<file path="src/signal_monitor_defs.vh">
// Timing and encoding constants for the signal monitor fault timing block
// Behaviour
// Ignore conflict or multiple input under 200 ms; fault beyond 450 ms.
// Channel with no active output: no fault under 1200 ms, fault beyond 1500.
// Yellow ending before minimum yellow is a fault; longer yellow passes.
// Minimum yellow set by switches, 2.7 s upward in 0.2 s steps.
// Yellow timer counts only while the yellow input is actually on.
// Ignore +24 VDC dip under 200 ms; supply fault beyond 500 ms.
// Watchdog edges within 900 ms pass; fault after 1100 ms without edge.
// Controller toggles watchdog so no quiet interval exceeds 900 ms.
// Watchdog fault enters failed state and raises stop timing.
// After line recovery resume after 5 watchdog edges or 10 s.
// Each qualifier uses one fixed threshold inside its band, logic inputs.
`ifndef SIGNAL_MONITOR_DEFS_VH
`define SIGNAL_MONITOR_DEFS_VH

// -----------------------------------------------------------------
// Clock and time base
// -----------------------------------------------------------------
`define CLK_MHZ 40
`define TICK_PERIOD_US 1000

// -----------------------------------------------------------------
// Qualifier thresholds in milliseconds
// -----------------------------------------------------------------
// 325 ms, inside 200..450
`define CONFLICT_MS 12'h145
// 1350 ms, inside 1200..1500
`define RED_FAIL_MS 12'h546
// 350 ms, inside 200..500
`define SUPPLY_MS 12'h15e
// 1000 ms, inside 900..1100
`define WATCHDOG_MS 12'h3e8

// -----------------------------------------------------------------
// Line recovery sequence
// -----------------------------------------------------------------
// 4000 ms hold, 10000 ms resume limit
`define HOLD_MS 14'h0fa0
`define RESUME_MS 14'h2710
`define RESUME_EDGES 3'h5

// -----------------------------------------------------------------
// Minimum yellow: base 2700 ms plus 200 ms per switch step
// -----------------------------------------------------------------
`define YEL_BASE_MS 13'h0a8c
`define YEL_STEP_MS 13'h00c8
`define YEL_MAX_MS 13'h1fff

`endif

</file>
<file path="src/signal_monitor_fault_timing.v">
// Fault timing core of a traffic signal conflict monitor
`timescale 1ns/1ps
`default_nettype none
`include "signal_monitor_defs.vh"

module signal_monitor_fault_timing #(
    parameter CHANNELS = 16,
    parameter TICK_CYC = `TICK_PERIOD_US * `CLK_MHZ
) (
    // Clock and reset
    input wire sys_clk,
    input wire rst,
    // Field inputs, already comparator levels
    input wire [CHANNELS-1:0] ch_green,
    input wire [CHANNELS-1:0] ch_yellow,
    input wire [CHANNELS-1:0] ch_red,
    input wire conflict_sense,
    input wire supply_low,
    input wire watchdog_in,
    input wire line_ok,
    // Configuration
    input wire [2:0] min_yellow_time,
    input wire [CHANNELS-1:0] red_monitor_sel,
    input wire red_enable,
    input wire flash_coil_sense,
    input wire fault_reset,
    // Fault outputs
    output reg conflict_fault,
    output reg red_fail_fault,
    output reg yellow_fail_fault,
    output reg supply_fault,
    output reg watchdog_lapse_fault,
    output reg [CHANNELS-1:0] fault_channels,
    output wire failed_state,
    output wire stop_timing,
    output wire monitoring_active
);

// -----------------------------------------------------------------
// Millisecond tick
// -----------------------------------------------------------------
// Counting in ms keeps the two counters on each of the sixteen channels narrow
reg [31:0] pre_q;
wire tick;

assign tick = (pre_q == TICK_CYC - 1);

always @(posedge sys_clk or posedge rst)
begin
    if (rst)
        pre_q <= 32'h0;
    else if (tick)
        pre_q <= 32'h0;
    else
        pre_q <= pre_q + 32'h1;
end

// -----------------------------------------------------------------
// Watchdog edge detect
// -----------------------------------------------------------------
reg wd_q;
wire wd_edge;

assign wd_edge = wd_q ^ watchdog_in;

always @(posedge sys_clk or posedge rst)
begin
    if (rst)
        wd_q <= 1'b0;
    else
        wd_q <= watchdog_in;
end

// -----------------------------------------------------------------
// Line recovery sequencer
// -----------------------------------------------------------------
localparam ST_OFF = 3'd0;
localparam ST_HOLD = 3'd1;
localparam ST_COUNT = 3'd2;
localparam ST_NORMAL = 3'd3;
localparam ST_WD_FAIL = 3'd4;

reg [2:0] state_q;
reg [2:0] state_d;
reg [13:0] rec_ms_q;
reg [2:0] edges_q;
wire wd_expired;

assign monitoring_active = (state_q == ST_NORMAL);

always @*
begin
    state_d = state_q;
    case (state_q)
        ST_OFF:
            if (line_ok)
                state_d = ST_HOLD;
        ST_HOLD:
            if (!line_ok)
                state_d = ST_OFF;
            else if (rec_ms_q >= `HOLD_MS)
                state_d = ST_COUNT;
        ST_COUNT:
            // edges or elapsed time
            if (!line_ok)
                state_d = ST_OFF;
            else if ((wd_edge && edges_q == `RESUME_EDGES - 3'h1) ||
                     rec_ms_q >= `RESUME_MS)
                state_d = ST_NORMAL;
        ST_NORMAL:
            // watchdog lapse fails
            if (wd_expired)
                state_d = ST_WD_FAIL;
            else if (!line_ok)
                state_d = ST_OFF;
        ST_WD_FAIL:
            // Held until an explicit reset from the operator
            if (fault_reset)
                state_d = ST_OFF;
        default:
            state_d = ST_OFF;
    endcase
end

always @(posedge sys_clk or posedge rst)
begin
    if (rst)
    begin
        state_q <= ST_OFF;
        rec_ms_q <= 14'h0;
        edges_q <= 3'h0;
    end
    else
    begin
        state_q <= state_d;
        if (state_q == ST_OFF)
            rec_ms_q <= 14'h0;
        else if (tick && rec_ms_q != `RESUME_MS)
            rec_ms_q <= rec_ms_q + 14'h1;
        if (state_q != ST_COUNT)
            edges_q <= 3'h0;
        else if (wd_edge)
            edges_q <= edges_q + 3'h1;
    end
end

// -----------------------------------------------------------------
// Duration qualifiers
// -----------------------------------------------------------------
wire suspend;
wire [CHANNELS-1:0] multi_in;
wire [CHANNELS-1:0] red_watch;
wire [CHANNELS-1:0] red_expired;
wire conflict_expired;
wire supply_expired;

assign suspend = !monitoring_active;

// Flash coil means maintenance flash, so red checking is off
assign red_watch = red_monitor_sel &
    {CHANNELS{red_enable & !flash_coil_sense}};

// conflict qualifier
persist_timer #(.WIDTH(12), .LIMIT(`CONFLICT_MS)) u_conflict (
    .sys_clk(sys_clk),
    .rst(rst),
    .tick(tick),
    .clear(suspend),
    .cond(conflict_sense | (|multi_in)),
    .expired(conflict_expired)
);

// supply qualifier
persist_timer #(.WIDTH(12), .LIMIT(`SUPPLY_MS)) u_supply (
    .sys_clk(sys_clk),
    .rst(rst),
    .tick(tick),
    .clear(suspend),
    .cond(supply_low),
    .expired(supply_expired)
);

// watchdog lapse qualifier
persist_timer #(.WIDTH(12), .LIMIT(`WATCHDOG_MS)) u_watchdog (
    .sys_clk(sys_clk),
    .rst(rst),
    .tick(tick),
    .clear(suspend | wd_edge),
    .cond(1'b1),
    .expired(wd_expired)
);

// -----------------------------------------------------------------
// Per-channel red fail and yellow timing
// -----------------------------------------------------------------
wire [12:0] min_yel_ms;
wire [CHANNELS-1:0] yel_short;

// switch selected minimum
assign min_yel_ms = `YEL_BASE_MS + `YEL_STEP_MS * {10'h0, min_yellow_time};

genvar ch;
generate
    for (ch = 0; ch < CHANNELS; ch = ch + 1)
    begin : g_chan
        reg [12:0] ycnt_q;
        reg yel_q;

        assign multi_in[ch] = (ch_green[ch] & ch_yellow[ch]) |
            (ch_green[ch] & ch_red[ch]) | (ch_yellow[ch] & ch_red[ch]);

        // lack of output qualifier
        persist_timer #(.WIDTH(12), .LIMIT(`RED_FAIL_MS)) u_red (
            .sys_clk(sys_clk),
            .rst(rst),
            .tick(tick),
            .clear(suspend | !red_watch[ch]),
            .cond(!(ch_green[ch] | ch_yellow[ch] | ch_red[ch])),
            .expired(red_expired[ch])
        );

        // short yellow on its falling edge
        assign yel_short[ch] = yel_q & !ch_yellow[ch] & monitoring_active &
            (ycnt_q < min_yel_ms);

        // count only while yellow on
        always @(posedge sys_clk or posedge rst)
        begin
            if (rst)
            begin
                ycnt_q <= 13'h0;
                yel_q <= 1'b0;
            end
            else
            begin
                yel_q <= ch_yellow[ch];
                if (!ch_yellow[ch])
                    ycnt_q <= 13'h0;
                else if (tick && ycnt_q != `YEL_MAX_MS)
                    ycnt_q <= ycnt_q + 13'h1;
            end
        end
    end
endgenerate

// -----------------------------------------------------------------
// Latched faults
// -----------------------------------------------------------------
// A new event in the reset cycle still latches: set wins
always @(posedge sys_clk or posedge rst)
begin
    if (rst)
    begin
        conflict_fault <= 1'b0;
        red_fail_fault <= 1'b0;
        yellow_fail_fault <= 1'b0;
        supply_fault <= 1'b0;
        watchdog_lapse_fault <= 1'b0;
        fault_channels <= {CHANNELS{1'b0}};
    end
    else
    begin
        // declare conflict
        conflict_fault <= (conflict_fault & !fault_reset) | conflict_expired;
        // declare red fail
        red_fail_fault <= (red_fail_fault & !fault_reset) | (|red_expired);
        // declare yellow fail
        yellow_fail_fault <= (yellow_fail_fault & !fault_reset) |
            (|yel_short);
        // declare supply fault
        supply_fault <= (supply_fault & !fault_reset) | supply_expired;
        // watchdog error state
        watchdog_lapse_fault <= (watchdog_lapse_fault & !fault_reset) |
            (monitoring_active & wd_expired);
        fault_channels <= (fault_channels & {CHANNELS{!fault_reset}}) |
            red_expired | yel_short | (multi_in & {CHANNELS{conflict_expired}});
    end
end

assign failed_state = conflict_fault | red_fail_fault | yellow_fail_fault |
    supply_fault | watchdog_lapse_fault;

// stop timing to controller
assign stop_timing = watchdog_lapse_fault;

endmodule // signal_monitor_fault_timing

`default_nettype wire

</file>
<file path="src/persist_timer.v">
// Duration qualifier: flags a condition that has held for LIMIT ticks
`timescale 1ns/1ps
`default_nettype none

module persist_timer #(
    parameter WIDTH = 12,
    parameter [WIDTH-1:0] LIMIT = 12'h3e8
) (
    // Clock and reset
    input wire sys_clk,
    input wire rst,
    // Control
    input wire tick,
    input wire clear,
    input wire cond,
    // Result
    output reg expired
);

reg [WIDTH-1:0] cnt_q;

// fixed threshold
always @(posedge sys_clk or posedge rst)
begin
    if (rst)
    begin
        cnt_q <= {WIDTH{1'b0}};
        expired <= 1'b0;
    end
    else if (clear || !cond)
    begin
        // Any break in the condition restarts the qualification
        cnt_q <= {WIDTH{1'b0}};
        expired <= 1'b0;
    end
    else if (tick && cnt_q != LIMIT)
    begin
        cnt_q <= cnt_q + {{(WIDTH-1){1'b0}}, 1'b1};
        expired <= 1'b0;
    end
    else
    begin
        expired <= (cnt_q == LIMIT);
    end
end

endmodule // persist_timer

`default_nettype wire

</file>
<file path="config.mk">
export PLATFORM = sky130hd
export DESIGN_NAME = signal_monitor_fault_timing
export DESIGN_NICKNAME = d
export VERILOG_FILES = /design/src/signal_monitor_fault_timing.v /design/src/persist_timer.v
export VERILOG_INCLUDE_DIRS = /design/src
export SDC_FILE = /design/constraint.sdc
export NUM_CORES = 2
export LEC_CHECK = 0
export BUFFER_PORTS_ARGS = -buffer_cell sky130_fd_sc_hd__buf_2
export CAP_MARGIN = 20
export CORE_ASPECT_RATIO = 0.9
export CORE_MARGIN = 2
export CORE_UTILIZATION = 55
export DETAILED_ROUTE_END_ITERATION = 8
export GPL_TIMING_DRIVEN = 0
export HOLD_SLACK_MARGIN = 0.15
export PLACE_DENSITY = 0.81
export SLEW_MARGIN = 20
export SYNTH_ARGS = -nofsm -noshare
export SYNTH_HDL_FRONTEND = slang
export SYNTH_HIERARCHICAL = 1
export SYNTH_SLANG_ARGS = --single-unit
</file>
<file path="constraint.sdc">
create_clock -name sys_clk -period 12.1 [get_ports sys_clk]
set_input_delay 1.21 -clock sys_clk [delete_from_list [all_inputs] [get_ports sys_clk]]
set_output_delay 1.21 -clock sys_clk [all_outputs]
set_load 0.1 [all_outputs]
</file>
* Yosys cells after proc, flatten, opt, wreduce, memory -nomap -nowiden *
Index checks and enable logic that the tools add are counted.

storage, ports and cells
  output and inout port bits = 24
  word-level logic and storage cells = 664
  ROM bits = 0
  memories = 0
  register bits after elaboration = 545
  latch bits = 0
  memory bits (writable) = 0
  input port bits = 76

cells by class
  bitwise logic cells = 201
  multiplexer cells = 122
  divide/modulo/power cells = 0
  magnitude comparators = 18
  $add $sub $neg = 39
  multiply operators = 1
  reduce and logical (&&, ||, !) cells = 119
  shift operators = 0
  equality and inequality tests = 83

operators with widths
  kind                   number
  $mux 12                38
  $mux 13                32
  $add 12x1->12 const B  19
  $add 13x1->13 const B  16
  $lt 13x13->1           16
  $ne 13x13->1 const B   16
  $eq 12x11->1 const B   16
  $ne 12x11->1 const B   16
  $and 1x1->1            103
  $or 1x1->1             91
  $and 16x16->16         3
  $or 16x16->16          3
  $reduce_or 16->1       3
  $reduce_bool 2->1      21
  $mux 1                 38
  $logic_and 1x1->1      37
  $logic_not 1->1        37
  $add 32x1->32 const B  1
  $eq 32x16->1 const B   1
  $mux 32                1
  $ne 2x1->1 const B     16
  $mux 3                 10
  $mux 14                2
  $eq 12x9->1 const B    2
  21 further kinds       45

* Depth between registers and ports, before layout *
  word-level depth = 8
  depth in mapped cells = 15
  gate-level depth less buffers = 15

* Hierarchy *
The synthesis kept the hierarchy.

modules (own cells, without submodules)
  module                               cells an instance  area an instance (um^2)  times used
  signal_monitor_fault_timing          1,828              18,013.5                 1
  persist_timer (g_chan[0].u_red ...)  77                 740.7                    16
  persist_timer (u_conflict)           87                 824.5                    1
  persist_timer (u_supply)             79                 759.5                    1
  persist_timer (u_watchdog)           67                 686.9                    1

* Worst setup path before layout *
Ideal clock, no wire load.

  kind = input to register
  start = input min_yellow_time[1]
  end = register yellow_fail_fault
  library setup time = 0.075 ns
  data arrival time = 4.467 ns
  cell stages on the path = 14
  path buffers = 0
  path slack = 7.557 ns
  path through = inv_1 ha_1 inv_1 ha_1 ha_1 xnor2_1 ha_1 and4_1 a221o_1 maj3_1 a31oi_1 nor2_1 nor4b_1 nand4_1

between the ends
  cells in the longest elaborated chain, start to end = 6
  elaborated cells on any way between the ends = 36
  classes of those cells = 1 x add/sub; 1 x mul; 16 x order compare; 17 x bitwise; 1 x reduce/logical

ends and longest elaborated chain
  what                          RTL line                           RTL
  start, declared               signal_monitor_fault_timing.v:22   input wire [2:0] min_yellow_time,
  $mul 5x3->8 (no line) (*)     --
  $add 12x11->13 (no line) (*)  --
  $lt 13x13->1                  signal_monitor_fault_timing.v:224  (ycnt_q < min_yel_ms);
  $and 1x1->1                   signal_monitor_fault_timing.v:223  assign yel_short[ch] = yel_q & !ch_yellow[ch] & monitoring_active &
  $reduce_or 16->1 (*)          signal_monitor_fault_timing.v:269  (|yel_short);
  $or 1x1->1 (*)                signal_monitor_fault_timing.v:268  yellow_fail_fault <= (yellow_fail_fault & !fault_reset) |
  end signal, assigned          signal_monitor_fault_timing.v:268
  end, declared                 signal_monitor_fault_timing.v:30   output reg yellow_fail_fault,

Mark *: on every way between the ends. The rest lies on a longest branch, timed or not.
A chain may end at the register's enable or synchronous reset.

* Worst setup path in the final report *
  start = input min_yellow_time[0]
  end = register yellow_fail_fault

The elaborated chain is that of the path after synthesis.

==> results.json <==
{
  "global_route.overflow_total": 0,
  "path_class": "input pin to flip-flop",
  "place.gp.congestion": 0.868,
  "detail_route.vias_per_cell": 6.11,
  "area.sequential_um2": 13600,
  "rows": 84,
  "nNetsFinal": 3750,
  "tritoncts.num_buffers": 58,
  "required_time_reported_for_the_critical_path_endpoint_ns": 12.68,
  "wire_length_of_the_first_global_routing_pass_um": 133000,
  "route.detailed.drc": 0,
  "slew-limit-headroom_pct": 29.9,
  "number_of_drc_markers_in_iteration_0": 2025,
  "placed_cell_area_um2": 33900,
  "worst_hold_path_type": "flip-flop to flip-flop",
  "synth_largest_area_cell": "sky130_fd_sc_hd__dfrtp_1",
  "cts_post_setup_buffers_inserted": 0,
  "power.static_leakage_nw": 15.1,
  "timing_worst_slew_pin_value_ns": 1.05,
  "timing.reg2reg.setup_slack_ns": 7.43,
  "die-area_um2": 60400,
  "synth-edff-count": 0,
  "async_reset_ff_share_pct": 100,
  "wirelength_um": 80300,
  "flip_flop_and_latch_count_after_synthesis": 545,
  "grt_setup_unrepaired": "no",
  "count_of_buffers_inserted_at_the_top_level_ports": 99,
  "cellPowerDensity_nw_per_um2": 117,
  "rr_endpoint": "u_conflict/cnt_q[10]$_DFFE_PP0P_",
  "die_y_um": 233,
  "cts_hold_buf": 0,
  "finalCriticalPeriod_ns": 5.46,
  "crit_fanout": 21,
  "reg2reg_depth": 11,
  "floorplan.initialDensity_pct": 55.3,
  "cts-resized-gates": 0,
  "detailedPlacementHpwl_um": 55800,
  "ioPinCount": 100,
  "detailroute.via_count": 26194,
  "grt_use_total_pct": 27.0,
  "outcome": "finished clean",
  "antenna_found_initial": 7,
  "synth.cell_area_um2": 32100,
  "detail_route.first_pass.iterations": 7,
  "worst_setup_hold_path_clk_slew_ns": 0.06,
  "final_area_um2": 35800,
  "final.period_utilization_pct": 45.2,
  "die_w_um": 259,
  "floorplan.core_area_um2": 58100,
  "dominantRegCellSynth": "sky130_fd_sc_hd__dfrtp_1",
  "final_antenna_net_count": 0,
  "worst_hold_launch": "pre_q[31]$_DFF_PP0_",
  "arrival_ns": 6.04,
  "hold_depth": 1,
  "r2r-start": "pre_q[6]$_DFF_PP0_",
  "root_buffer": "sky130_fd_sc_hd__clkbuf_16",
  "numClockSinks": 545,
  "achievable-frequency_ghz": 0.183,
  "crit_path_end_kind": "flip-flop",
  "timing_max_transition_violations_final": 0,
  "routedWlPerCell_um": 18.7,
  "clock_insertion_delay_worst_skew_ns": 0.65,
  "place.detailed.instances": 4179,
  "worstSetupStartpointType": "input pin",
  "number_of_nets_produced_by_synthesis": 3577,
  "ir_drop_uv": 112,
  "hold_path_end": "pre_q[31]$_DFF_PP0_",
  "multi_input_comb_area_um2": 17800,
  "yosysWarnings": 6,
  "tritoncts_clock_tree": "yes",
  "stdcell_count": 4286,
  "final_layout_size_suffix_gt1_share_pct": 8.77,
  "synthDominantCellAreaShare_pct": 42.4,
  "final-setup-viol-count": 0,
  "post_synth_inst_count": 3293,
  "avgSynthCellArea_um2": 9.76,
  "clock_tree.htree_level_count": 2,
  "yosys-top-cells-area": "sky130_fd_sc_hd__dfrtp_1 42%, sky130_fd_sc_hd__ha_1 8.1%, sky130_fd_sc_hd__xnor2_1 3.6%",
  "hold_viol": 0,
  "layout-area-overhead-vs-synth_pct": 11.5,
  "cap_viol_max_count": 0,
  "clock_path_buffers": 3,
  "skew_ns": 0.0338,
  "fin_hold_ws_ns": 0.468,
  "layout.core_utilization_pct": 61.6,
  "grt_pass1_vias": 25325,
  "synth_sequential_area_ratio_pct": 42.4,
  "nFillCells": 4611,
  "yosysUniqueCellTypes": 81,
  "grt_start_max_net_pins": 103
}
## registers in the layout (all words and copies together) (netlist names), 3 cells and up
signal	cells
u_conflict/cnt_q	12
g_chan.yel_q	16
edges_q	3
state_q	3
g_chan.u_red/expired	16
g_chan.ycnt_q	208
pre_q	32
u_supply/cnt_q	12
fault_channels	16
g_chan.u_red/cnt_q	192
u_watchdog/cnt_q	12
rec_ms_q	14
## critical path, cell delays in order
cell and delay (ns):
sky130_fd_sc_hd__buf_2 0.61, sky130_fd_sc_hd__ha_1 0.44, sky130_fd_sc_hd__ha_1 0.21, sky130_fd_sc_hd__ha_1 0.27
sky130_fd_sc_hd__a21oi_1 0.19, sky130_fd_sc_hd__a21o_1 0.82, sky130_fd_sc_hd__nand2_1 0.56, sky130_fd_sc_hd__clkbuf_1 0.53
sky130_fd_sc_hd__maj3_1 0.48, sky130_fd_sc_hd__a31oi_1 0.43, sky130_fd_sc_hd__nor4_1 0.13, sky130_fd_sc_hd__nand4_1 0.12
## layout by cell type (no fill, tap or decap), drive strengths merged, types with 17 or more instances in the layout
cell / count
or3: 78
and2: 166
a211oi: 17
or4: 55
or3b: 18
and3: 36
xnor2: 131
nand2: 276
clkbuf: 149
o21ai: 112
nand3: 143
nor3b: 19
maj3: 32
inv: 125
dfrtp: 545
nand4: 136
ha: 208
nor4bb: 18
nor3: 70
xor2: 103
nand2b: 93
o41ai: 19
nor4: 57
o311ai: 17
nand3b: 17
nand4b: 18
buf: 123
and4: 25
nor2b: 80
nor2: 147
mux2i: 51
a21oi: 157
o31ai: 55
a22oi: 17
or4b: 18
a31oi: 35
a21boi: 27
## layout make-up
type | instances | area share (%)
Inverter | 126 | 1.34
Timing Repair Buffer | 113 | 1.98
Clock buffer | 82 | 4.58
Clock inverter | 22 | 0.807
Tap cell | 774 | 2.70
Multi-Input combinational cell | 2545 | 49.6
Sequential cell | 545 | 38.1
Antenna cell | 2 | 0.0140
Buffer | 77 | 0.891
## synth_stat cells, types with 17 or more instances
cell type                  instances
sky130_fd_sc_hd__and2_1          166
sky130_fd_sc_hd__o31ai_1          54
sky130_fd_sc_hd__nand2b_1         93
sky130_fd_sc_hd__nor3_1           64
sky130_fd_sc_hd__a31oi_1          35
sky130_fd_sc_hd__nand4b_1         18
sky130_fd_sc_hd__xor2_1          103
sky130_fd_sc_hd__clkbuf_1         67
sky130_fd_sc_hd__and3_1           34
sky130_fd_sc_hd__mux2i_1          51
sky130_fd_sc_hd__nor4_1           57
sky130_fd_sc_hd__dfrtp_1         545
sky130_fd_sc_hd__or4_1            55
sky130_fd_sc_hd__nand3_1         141
sky130_fd_sc_hd__inv_1           124
sky130_fd_sc_hd__ha_1            208
sky130_fd_sc_hd__or3_4            17
sky130_fd_sc_hd__a22oi_1          17
sky130_fd_sc_hd__o21ai_0         112
sky130_fd_sc_hd__nor3b_1          19
sky130_fd_sc_hd__nor4bb_1         18
sky130_fd_sc_hd__o311ai_0         17
sky130_fd_sc_hd__xnor2_1         131
sky130_fd_sc_hd__nand4_1         132
sky130_fd_sc_hd__o41ai_1          19
sky130_fd_sc_hd__nand3b_1         17
sky130_fd_sc_hd__or4b_4           18
sky130_fd_sc_hd__nor2b_1          80
sky130_fd_sc_hd__nor2_1          147
sky130_fd_sc_hd__nand2_1         275
sky130_fd_sc_hd__or3_1            60
sky130_fd_sc_hd__and4_1           25
sky130_fd_sc_hd__a21oi_1         149
sky130_fd_sc_hd__maj3_1           32
## through the flow
step | TNS (ns) | total power [mW] | setup slack, ns
floorplan | 0 | 2.21 | 2.66
global placement | -322.33 | 2.37 | -1.11
detailed placement | 0 | 2.40 | 6.12
CTS | 0 | 4.22 | 6.77
global route | 0 | 4.34 | 6.51
finish | 0 | 4.20 | 6.64
## routing by layer
layer | part of all wire, % | wire length [um] | track usage, % | vias to the layer above
li1 | - | - | - | 12420
met1 | 44 | 35400 | 37.6 | 12767
met2 | 45 | 36300 | 42.5 | 837
met3 | 7.7 | 6190 | 5.21 | 162
met4 | 3.0 | 2420 | 9.23 | 8
met5 | 0.058 | 47 | 0 | -
## logic make-up after synthesis
| logic type | after synthesis | synth area share (%) |
|---|---|---|
| DFF | 545 | 42.4 |
| AOI/OAI and AO/OA | 535 | 11.1 |
| muxes | 51 | 1.59 |
| buffers and inverters | 203 | 2.45 |
| and+or+nand+nor | 1484 | 26.9 |
| xor gates and xnor gates | 234 | 6.38 |
| other | 1 | 0.0117 |
| adders and majority gates | 240 | 9.10 |
## where the power goes
group          switching, mW  internal [mW]  leakage, nW
logic                  0.389          0.120         6.65
clock network          0.756           1.07        0.940
registers             0.0214           1.84         7.55
total                   1.17           3.03         15.1
## how the worst max path moves through the flow
stage | slack [ns] | depth (start not counted) | startpoint | to
global placement | -1.11 | 2 | rst | g_chan[13].ycnt_q[3]$_DFFE_PP0P_
CTS | 6.77 | 15 | min_yellow_time[0] | yellow_fail_fault$_DFF_PP0_
detailed placement | 6.12 | 12 | min_yellow_time[0] | yellow_fail_fault$_DFF_PP0_
global route | 6.51 | 12 | min_yellow_time[0] | yellow_fail_fault$_DFF_PP0_
finish | 6.64 | 12 | min_yellow_time[0] | yellow_fail_fault$_DFF_PP0_
floorplan | 2.66 | 1 | rst | conflict_fault$_DFF_PP0_
No activity file was read; power rests on OpenSTA's default activity.
